File: config.mk
export PLATFORM = sky130hd
export DESIGN_NAME = swr_supervisor
export DESIGN_NICKNAME = d
export VERILOG_FILES = /design/src/swr_pkg.sv /design/src/swr_supervisor.sv /design/src/swr_sync.sv /design/src/swr_timer.sv
export SDC_FILE = /design/constraint.sdc
export NUM_CORES = 1
export LEC_CHECK = 0
export ABC_CLOCK_PERIOD_IN_PS = 4580
export BUFFER_PORTS_ARGS = -buffer_cell sky130_fd_sc_hd__buf_2
export CORE_ASPECT_RATIO = 1.2
export CORE_MARGIN = 1.5
export CORE_UTILIZATION = 45
export CTS_CLUSTER_DIAMETER = 30
export DETAILED_ROUTE_END_ITERATION = 12
export PLACE_DENSITY = 0.6
export SKIP_LAST_GASP = 1
export SLEW_MARGIN = 10
export SYNTH_ARGS = -nofsm -noshare
export SYNTH_HDL_FRONTEND = slang
export SYNTH_SLANG_ARGS = --single-unit
File: constraint.sdc
create_clock -name clk -period 4.58 [get_ports clk]
set_input_delay 0.229 -clock clk [delete_from_list [all_inputs] [get_ports clk]]
set_output_delay 0.229 -clock clk [all_outputs]
set_load 0.02 [all_outputs]
File: src/swr_pkg.sv
// Package for the reset supervisor: timing constants, selections and carriers.
package swr_pkg;

    localparam int unsigned CLK_HZ         = 250_000_000;
    localparam int unsigned CLK_PER_MS     = CLK_HZ / 1000;
    localparam int unsigned CLK_PER_US     = CLK_HZ / 1_000_000;

    // Watchdog periods in milliseconds, nominal figures.
    localparam int unsigned WDOG_SHORT_MS  = 150;
    localparam int unsigned WDOG_MID_MS    = 600;
    localparam int unsigned WDOG_LONG_MS   = 1200;
    // Reset hold time in milliseconds, nominal; the least is 250 and the most 1000.
    localparam int unsigned HOLD_MS        = 600;
    localparam int unsigned HOLD_MIN_MS    = 250;
    // Manual reset low time before reset is asserted.
    localparam int unsigned MANUAL_MS      = 20;
    // Supply fail to reset latency, most and typical, in microseconds.
    localparam int unsigned FAIL_MAX_US    = 8;
    localparam int unsigned FAIL_TYP_US    = 5;

    localparam int unsigned WDOG_SHORT_CYC = WDOG_SHORT_MS * CLK_PER_MS;
    localparam int unsigned WDOG_MID_CYC   = WDOG_MID_MS * CLK_PER_MS;
    localparam int unsigned WDOG_LONG_CYC  = WDOG_LONG_MS * CLK_PER_MS;
    localparam int unsigned HOLD_CYC       = HOLD_MS * CLK_PER_MS;
    localparam int unsigned MANUAL_CYC     = MANUAL_MS * CLK_PER_MS;
    localparam int unsigned FAIL_MAX_CYC   = FAIL_MAX_US * CLK_PER_US;

    localparam int unsigned CNT_W          = 32;

    // Three-level timeout select as decoded from the pin sensing.
    typedef enum logic [1:0] {
        SWR_TD_GND   = 2'h0,
        SWR_TD_OPEN  = 2'h1,
        SWR_TD_VCC   = 2'h2
    } swr_td_t;

    // Reset causes gathered together.
    typedef struct packed {
        logic supply_low;
        logic manual;
        logic watchdog;
    } swr_cause_t;

    // Complementary reset outputs.
    typedef struct packed {
        logic rst;
        logic rst_n;
    } swr_rst_t;

endpackage : swr_pkg

File: src/swr_supervisor.sv
// Reset supervisor: supply-low, manual reset and watchdog into held complementary resets.
// Behaviour
// RQ1: Timeout select picks a 150, 600 or 1200 ms watchdog period.
// RQ2: Processor must give a falling kick edge within the least watchdog period.
// RQ3: Missing kick edge at period end asserts both resets for the hold time.
// RQ4: Watchdog restarts a fresh period whenever resets go inactive.
// RQ5: Watchdog cannot be disabled; only falling kick edges prevent timeout.
// RQ6: Kick interval should follow the least period; onset follows the longest.
// RQ7: Manual reset low 20 ms asserts resets, held 250 ms minimum after release.
// RQ8: Manual reset is debounced and asserts resets within 20 ms of stable low.
// RQ9: After supply recovers, resets stay active for the hold time, 250 to 1000 ms.
// RQ10: Threshold select chooses the higher trip level at ground, lower at supply.
// RQ11: Supply-low assertion reaches the resets within 8 us, undelayed by debounce.
// RQ12: Resets stay asserted while supply is below threshold during power-down.
// RQ13: Active-high reset is always the exact complement of the active-low reset.
// RQ14: Unconnected manual reset input reads as released, via internal pull-up.
// RQ15: During reset the watchdog is cleared; any new cause restarts the hold.
`timescale 1ns/1ps
`default_nettype none
module swr_supervisor
    import swr_pkg::*;
#(
    parameter int unsigned WDOG_SHORT = WDOG_SHORT_CYC,
    parameter int unsigned WDOG_MID   = WDOG_MID_CYC,
    parameter int unsigned WDOG_LONG  = WDOG_LONG_CYC,
    parameter int unsigned HOLD       = HOLD_CYC,
    parameter int unsigned MANUAL     = MANUAL_CYC
) (
    // Clock and reset
    input  wire logic       clk,
    input  wire logic       sys_rst,
    // Analog front end: comparator output and pin sensing
    input  wire logic       supply_low,
    input  wire logic       threshold_select,
    input  wire logic [1:0] timeout_select,
    output var  logic       threshold_high,
    // Processor side pins
    input  wire logic       manual_reset_n,
    input  wire logic       watchdog_kick_n,
    output var  logic       reset_out,
    output var  logic       reset_out_n
);

    typedef enum logic [1:0] {
        SWR_ST_HOLD = 2'b01,
        SWR_ST_RUN  = 2'b10
    } swr_state_t;

    swr_state_t state_q;
    swr_state_t state_d;

    logic       low_lvl;
    logic [1:0] td_lvl;
    logic       manual_lvl;
    logic       kick_lvl;
    logic       kick_prev_q;
    logic       kick_fall;
    logic       hold_done;
    logic       manual_fire;
    logic       wdog_fire;
    logic       manual_low;
    logic       release_evt;
    logic       in_hold;
    swr_cause_t cause;
    swr_rst_t   rst_q;
    logic [CNT_W-1:0] wdog_len;

    // Pulled-up pin: an open input resolves high, so reset value and init are released.
    swr_sync #(.INIT(1'b1)) u_sync_manual ( // RQ14
        .clk     (clk),
        .sys_rst (sys_rst),
        .pin     (manual_reset_n),
        .level   (manual_lvl)
    );

    swr_sync #(.INIT(1'b1)) u_sync_kick (
        .clk     (clk),
        .sys_rst (sys_rst),
        .pin     (watchdog_kick_n),
        .level   (kick_lvl)
    );

    // The comparator output is asynchronous; three flops cost a few cycles of a
    // microsecond-scale fail budget, far cheaper than a metastable cause.
    swr_sync #(.INIT(1'b1)) u_sync_low ( // RQ11 RQ12
        .clk     (clk),
        .sys_rst (sys_rst),
        .pin     (supply_low),
        .level   (low_lvl)
    );

    // The straps are pins as well; a select moving during a load must not give a stray length.
    swr_sync #(.INIT(1'b0)) u_sync_td0 (
        .clk     (clk),
        .sys_rst (sys_rst),
        .pin     (timeout_select[0]),
        .level   (td_lvl[0])
    );

    swr_sync #(.INIT(1'b0)) u_sync_td1 (
        .clk     (clk),
        .sys_rst (sys_rst),
        .pin     (timeout_select[1]),
        .level   (td_lvl[1])
    );

    // Ground selects the higher trip level for the comparator.
    assign threshold_high = !threshold_select; // RQ10

    // Watchdog length decoded from the three-level select; an illegal code takes
    // the shortest period so a fault never lengthens supervision.
    assign wdog_len = (td_lvl == SWR_TD_OPEN) ? CNT_W'(WDOG_MID) :
                      (td_lvl == SWR_TD_VCC)  ? CNT_W'(WDOG_LONG) :
                                                CNT_W'(WDOG_SHORT); // RQ1

    // Kick edge detection on the clean level only.
    always_ff @(posedge clk) begin
        if (sys_rst) begin
            kick_prev_q <= 1'b1;
        end else begin
            kick_prev_q <= kick_lvl;
        end
    end

    assign kick_fall = kick_prev_q && !kick_lvl;
    assign in_hold   = (state_q == SWR_ST_HOLD);
    assign manual_low = !manual_lvl;

    // Debounce: the input must stay low a full count before it is a cause.
    swr_timer u_manual (
        .clk      (clk),
        .sys_rst  (sys_rst),
        .load     (manual_lvl),
        .load_val (CNT_W'(MANUAL)),
        .run      (manual_low),
        .expired  (manual_fire)
    ); // RQ7 RQ8

    // Watchdog: reloaded on a falling kick and on leaving the hold; it has no
    // enable, so only kicks keep it from expiring.
    swr_timer u_wdog (
        .clk      (clk),
        .sys_rst  (sys_rst),
        .load     (kick_fall || in_hold),
        .load_val (wdog_len),
        .run      (!in_hold),
        .expired  (wdog_fire)
    ); // RQ4 RQ5 RQ15

    // A manual cause stays in force while the input is low past its debounce.
    logic manual_hold_q;

    always_ff @(posedge clk) begin
        if (sys_rst) begin
            manual_hold_q <= 1'b0;
        end else if (manual_lvl) begin
            manual_hold_q <= 1'b0;
        end else if (manual_fire) begin
            manual_hold_q <= 1'b1;
        end
    end

    assign cause.supply_low = low_lvl;
    assign cause.manual     = manual_fire || manual_hold_q;
    assign cause.watchdog   = wdog_fire; // RQ3

    // Any active cause reloads the hold, so the hold counts from the last cause.
    assign release_evt = |cause; // RQ15

    swr_timer u_hold (
        .clk      (clk),
        .sys_rst  (sys_rst),
        .load     (release_evt),
        .load_val (CNT_W'(HOLD)),
        .run      (in_hold),
        .expired  (hold_done)
    ); // RQ9 RQ7

    always_comb begin
        state_d = state_q;
        unique case (state_q)
            SWR_ST_HOLD: begin
                if (hold_done) begin
                    state_d = SWR_ST_RUN;
                end
            end
            SWR_ST_RUN: begin
                if (release_evt) begin
                    state_d = SWR_ST_HOLD; // RQ3 RQ11
                end
            end
            default: begin
                state_d = SWR_ST_HOLD;
            end
        endcase
    end

    // Power-on behaves as a supply recovery: reset is active out of reset.
    always_ff @(posedge clk) begin
        if (sys_rst) begin
            state_q <= SWR_ST_HOLD;
            rst_q   <= '{rst: 1'b1, rst_n: 1'b0};
        end else begin
            state_q   <= state_d;
            rst_q.rst <= (state_d == SWR_ST_HOLD);
            rst_q.rst_n <= !(state_d == SWR_ST_HOLD); // RQ13
        end
    end

    assign reset_out   = rst_q.rst;
    assign reset_out_n = rst_q.rst_n;

endmodule // swr_supervisor
`default_nettype wire

File: src/swr_sync.sv
// Three-stage input synchroniser with agreement on the last two stages.
`timescale 1ns/1ps
`default_nettype none
module swr_sync
    import swr_pkg::*;
#(
    parameter logic INIT = 1'b1
) (
    // Clock and reset
    input  wire logic clk,
    input  wire logic sys_rst,
    // Pin and clean level
    input  wire logic pin,
    output var  logic level
);

    logic s1_q;
    logic s2_q;
    logic s3_q;
    logic lvl_q;

    // A change counts only when the second and third stages agree.
    always_ff @(posedge clk) begin
        if (sys_rst) begin
            s1_q  <= INIT;
            s2_q  <= INIT;
            s3_q  <= INIT;
            lvl_q <= INIT;
        end else begin
            s1_q <= pin;
            s2_q <= s1_q;
            s3_q <= s2_q;
            if (s2_q == s3_q) begin
                lvl_q <= s3_q;
            end
        end
    end

    assign level = lvl_q;

endmodule // swr_sync
`default_nettype wire

File: src/swr_timer.sv
// Loadable down-counter that flags when it reaches zero.
`timescale 1ns/1ps
`default_nettype none
module swr_timer
    import swr_pkg::*;
(
    // Clock and reset
    input  wire logic             clk,
    input  wire logic             sys_rst,
    // Control
    input  wire logic             load,
    input  wire logic [CNT_W-1:0] load_val,
    input  wire logic             run,
    // Status
    output var  logic             expired
);

    logic [CNT_W-1:0] cnt_q;

    // Load wins over counting so a restart always begins a full period.
    always_ff @(posedge clk) begin
        if (sys_rst) begin
            cnt_q <= '0;
        end else if (load) begin
            cnt_q <= load_val;
        end else if (run && cnt_q != '0) begin
            cnt_q <= cnt_q - CNT_W'(1);
        end
    end

    assign expired = run && !load && (cnt_q == '0);

endmodule // swr_timer
`default_nettype wire
==> results.txt <==
- Area grow syn2layout: 13.7%
* Final hold slack: 12.6 ps
- CP Class: reg -> reg
- Along the worst path, the maximum fanout reaches 23.
* Classification of the worst-slack hold path: in -> reg
- Die boundary width: 104 um
- Final routed DRC violation total: 0
- The count of cells in the finished layout, fillers not included, comes to 814.
- First-pass GRT wire length: 18900 um
- Across the run, the number of max-cap violations was 0.
- Clock slew at reported path FFs: roughly 50 ps
- Depth of the CTS H-tree: 4
* Worst-path cell chain: or4_4 > or4b_4 > o31a_1 > o31a_1 > nand2b_1 > nor2_1
* Post-synthesis cell type count: 49
- Cell area after technology mapping: ~0.0055 mm2
- Cell total after placement: 780
- The number of antenna diodes in the final layout is 0.
- The number of endpoints with negative hold slack in the final report came to 0.
- Maximum VDD drop: between 200 and 250 uV
* Wire length after detailed routing: ~11000 um
* Routed length on met3: ~390 um
- Entering global routing, the biggest net connects 36 pins.
- Post-detailed-placement cell area: ~0.0057 mm2
- In the finished design, the share of the clock period the worst path needs comes to 0.697.
- For this run, the number of Yosys warnings is 0.
* Final Net Count: 659
- GR Overflow Total: 0
- From bottom edge to top edge, the die measures ~120 um.
- By instance count, the leading cell after synthesis is dfxtp_1.
- Top cell type by total area after synthesis: dfxtp_1
* Maximum achievable frequency: between 0.3 and 0.4 GHz
- Synth Area in Adders: 0.0226
- Multi-input gate area in the final layout: between 0.002 and 0.003 mm2
* Post-route minimum period: between 3000 and 4000 ps
- Standard-cell row count: 44
- Post-cts resize count: 0
- The number of antenna violations at the first check in global routing came to 0.
* Vias in the first global route: just over 4000
- RSZ-0062 raised after global routing: false
* Cell area power density: just under 400 mW/mm2
- Wire segments on met2 add up to roughly 5100 um in the final route.
- First DRT Iteration DRCs: around 200
- For this design the static power due to leakage is between 2 and 2.5 nW.
- Summed negative setup slack over all endpoints: 0 ps
- Full die area: 0.0130 mm2
- After clock tree synthesis, the setup repair step added 0 buffers.
* Placeable core area: about 0.012 mm2
* Number of input and output port buffers inserted: 10
- Multiplexer share of the synthesized area: 0
- Of the total synthesized cell area, the portion taken by XOR and XNOR cells is 0.123.
- Final setup vio count: 0
* Antenna-violating nets left: 0
- At the end of the flow the core is filled with cells to 0.523.
* Worst Path Arrival: around 3500 ps
* Number of primary I/O pins: 11
* Cell types with the highest counts after synthesis: dfxtp_1 (122), nor2_1 (88), xnor2_1 (63), a21oi_1 (42), nor3_1 (33)
- The most used flip-flop cell after synthesis is dfxtp_1.
* Inserted Clock Buffers: 17
* DR WL/cell: approximately 14 um
- For the pin with the worst max-slew slack, the measured transition is between 800 and 900 ps.
- Final Wtd Congestion: between 0.8 and 0.9
* Total Routing Usage GR: 0.181
* Area of all sequential standard cells: approximately 0.0024 mm2
* Compound-Gate Fraction of Synth Area: 0.104
- CTS max path bufs: 2
* Final Cell Area: ~0.0063 mm2
* Flip-flop and latch count after synthesis: between 100 and 150
- The max-slew violation count is 0.
- Uppermost layer routed: met4
* Initial cell density of the core: 0.460
- Combinational family with the most area after synthesis: simple AND/OR/NAND/NOR gates
* Number of nets produced by synthesis: approximately 650
* Total number of vias: approximately 4400
- Among the stages of the critical path, the cell type that occurs most often is o31a_1.
- Crit path capture type: register
- Rel. slew slack: 0.438
- Total power for the finished layout comes to ~2.5 mW.
- Number of synthesized flops with an enable pin: 0
- Cell at the root of the clock tree: clkbuf_16
- Launching element type of the critical path: register
* Result of the run: complete, no violations
- Sequential area share after synthesis: 0.441
* Simple-gate share of the synthesized area: 0.281
* Clock tree from TritonCTS: built
- For this block, wires on met1 add up to around 5300 um.
- In this run, post-CTS hold repair placed 3 buffers.
* Sum of net half-perimeters after detailed placement: 7400 um
- Post-route worst setup slack: about 1400 ps
- Counting the fill cells in the layout gives approximately 1200.
* Required time at the worst-slack endpoint: about 4900 ps
- Worst clock skew: between 7 and 8 ps
* Critical path's largest stage delay: ~680 ps
- Clock Latency Late Sink: approximately 420 ps
- In the routed layout, each cell is associated on average with a via count of between 5 and 6.
- Ranked by total cell area, the synthesized netlist is headed by dfxtp_1 (44%), xnor2_1 (10%), nor2_1 (6.0%).
- Critical path's slowest cell: or4b_4
- Synth top area share: 0.441
- Count of mapped cells out of synthesis: 630
- Dividing the synthesized area by the synthesized cell count gives ~8.8 um2.
* Async set-or-reset flop fraction in the synthesized netlist: 0
- Layout cell share with drive strength beyond 1: 0.104
* Length of the first detailed-routing pass in iterations: 4
- Placement Setup Slack: 1370 ps
* CTS Sinks: approximately 120
==> critical path: cells and delay by family (launching register included) <==
kind / cells / cell delay, ps
and+or+nand+nor: 4 / 2020
AOI/OAI and AO/OA: 2 / 680
DFF: 1 / 340
==> final cells by class <==
type | instances | share of cell area
clock buffers | 23 | 0.0743
clock inverters | 8 | 0.0151
inverters | 14 | 0.00834
multi-input cells | 470 | 0.467
flip-flops and latches | 122 | 0.388
well taps | 161 | 0.0320
repair buffers | 16 | 0.0163
==> layer usage <==
| layer | vias to the layer above | track usage |
|---|---|---|
| li1 | 2261 | - |
| met1 | 2041 | 0.226 |
| met2 | 67 | 0.288 |
| met3 | 15 | 0.0518 |
| met4 | 0 | 0.0825 |
| met5 | - | 0 |
==> registers in the layout, indices dropped and copies added, names as in the netlist, 2 cells and up <==
signal          flops
u_hold.cnt_q       32
state_q             2
u_wdog.cnt_q       32
u_manual.cnt_q     32
==> cell usage in the layout, fill, tap and decap left out, drive strengths merged, types with 3 or more instances in the layout <==
| cell type | netlist | layout |
|---|---|---|
| ha | 10 | 10 |
| nand3 | 14 | 14 |
| o31a | 3 | 3 |
| dlygate4sd3 | 0 | 3 |
| or2 | 15 | 15 |
| and4 | 3 | 3 |
| dfxtp | 122 | 122 |
| o31ai | 7 | 7 |
| a211oi | 3 | 3 |
| buf | 10 | 13 |
| clkbuf | 14 | 23 |
| nor3 | 34 | 34 |
| nand2 | 26 | 26 |
| a21o | 3 | 3 |
| or3 | 27 | 27 |
| o21ai | 16 | 16 |
| and3 | 3 | 3 |
| nor2b | 8 | 8 |
| xor2 | 15 | 15 |
| clkinv | 0 | 4 |
| nor4 | 36 | 36 |
| nand4 | 3 | 3 |
| or4 | 15 | 15 |
| o21bai | 5 | 5 |
| xnor2 | 63 | 63 |
| a21oi | 42 | 42 |
| nand2b | 6 | 6 |
| nor2 | 89 | 89 |
| inv | 14 | 14 |
| a31oi | 7 | 7 |
==> power by group <==
group	internal [mW]	switching [mW]
clock network	0.820	0.453
logic	0.0444	0.0554
registers	1.08	0.0172
==> cell families (layout without fill, tap and decap cells) <==
logic type | count (synthesis) | in the layout
and+or+nand+nor | 288 | 288
DFF | 122 | 122
AOI/OAI and AO/OA | 94 | 94
xor gates and xnor gates | 78 | 78
buffers and inverters | 38 | 61
adders and majority gates | 10 | 10
==> final timing paths <==
kind              cells past startpoint          startpoint  slack (ps)                 end
setup / recovery                      6   u_manual.cnt_q[8]        1390     u_hold.cnt_q[9]
hold / removal                        2   timeout_select[1]          10     u_sync_td1.s1_q
setup reg to reg                      6   u_manual.cnt_q[8]        1390     u_hold.cnt_q[9]
hold reg to reg                       1  u_sync_manual.s1_q         410  u_sync_manual.s2_q
Note: power is estimated with default switching activity, not from simulation.
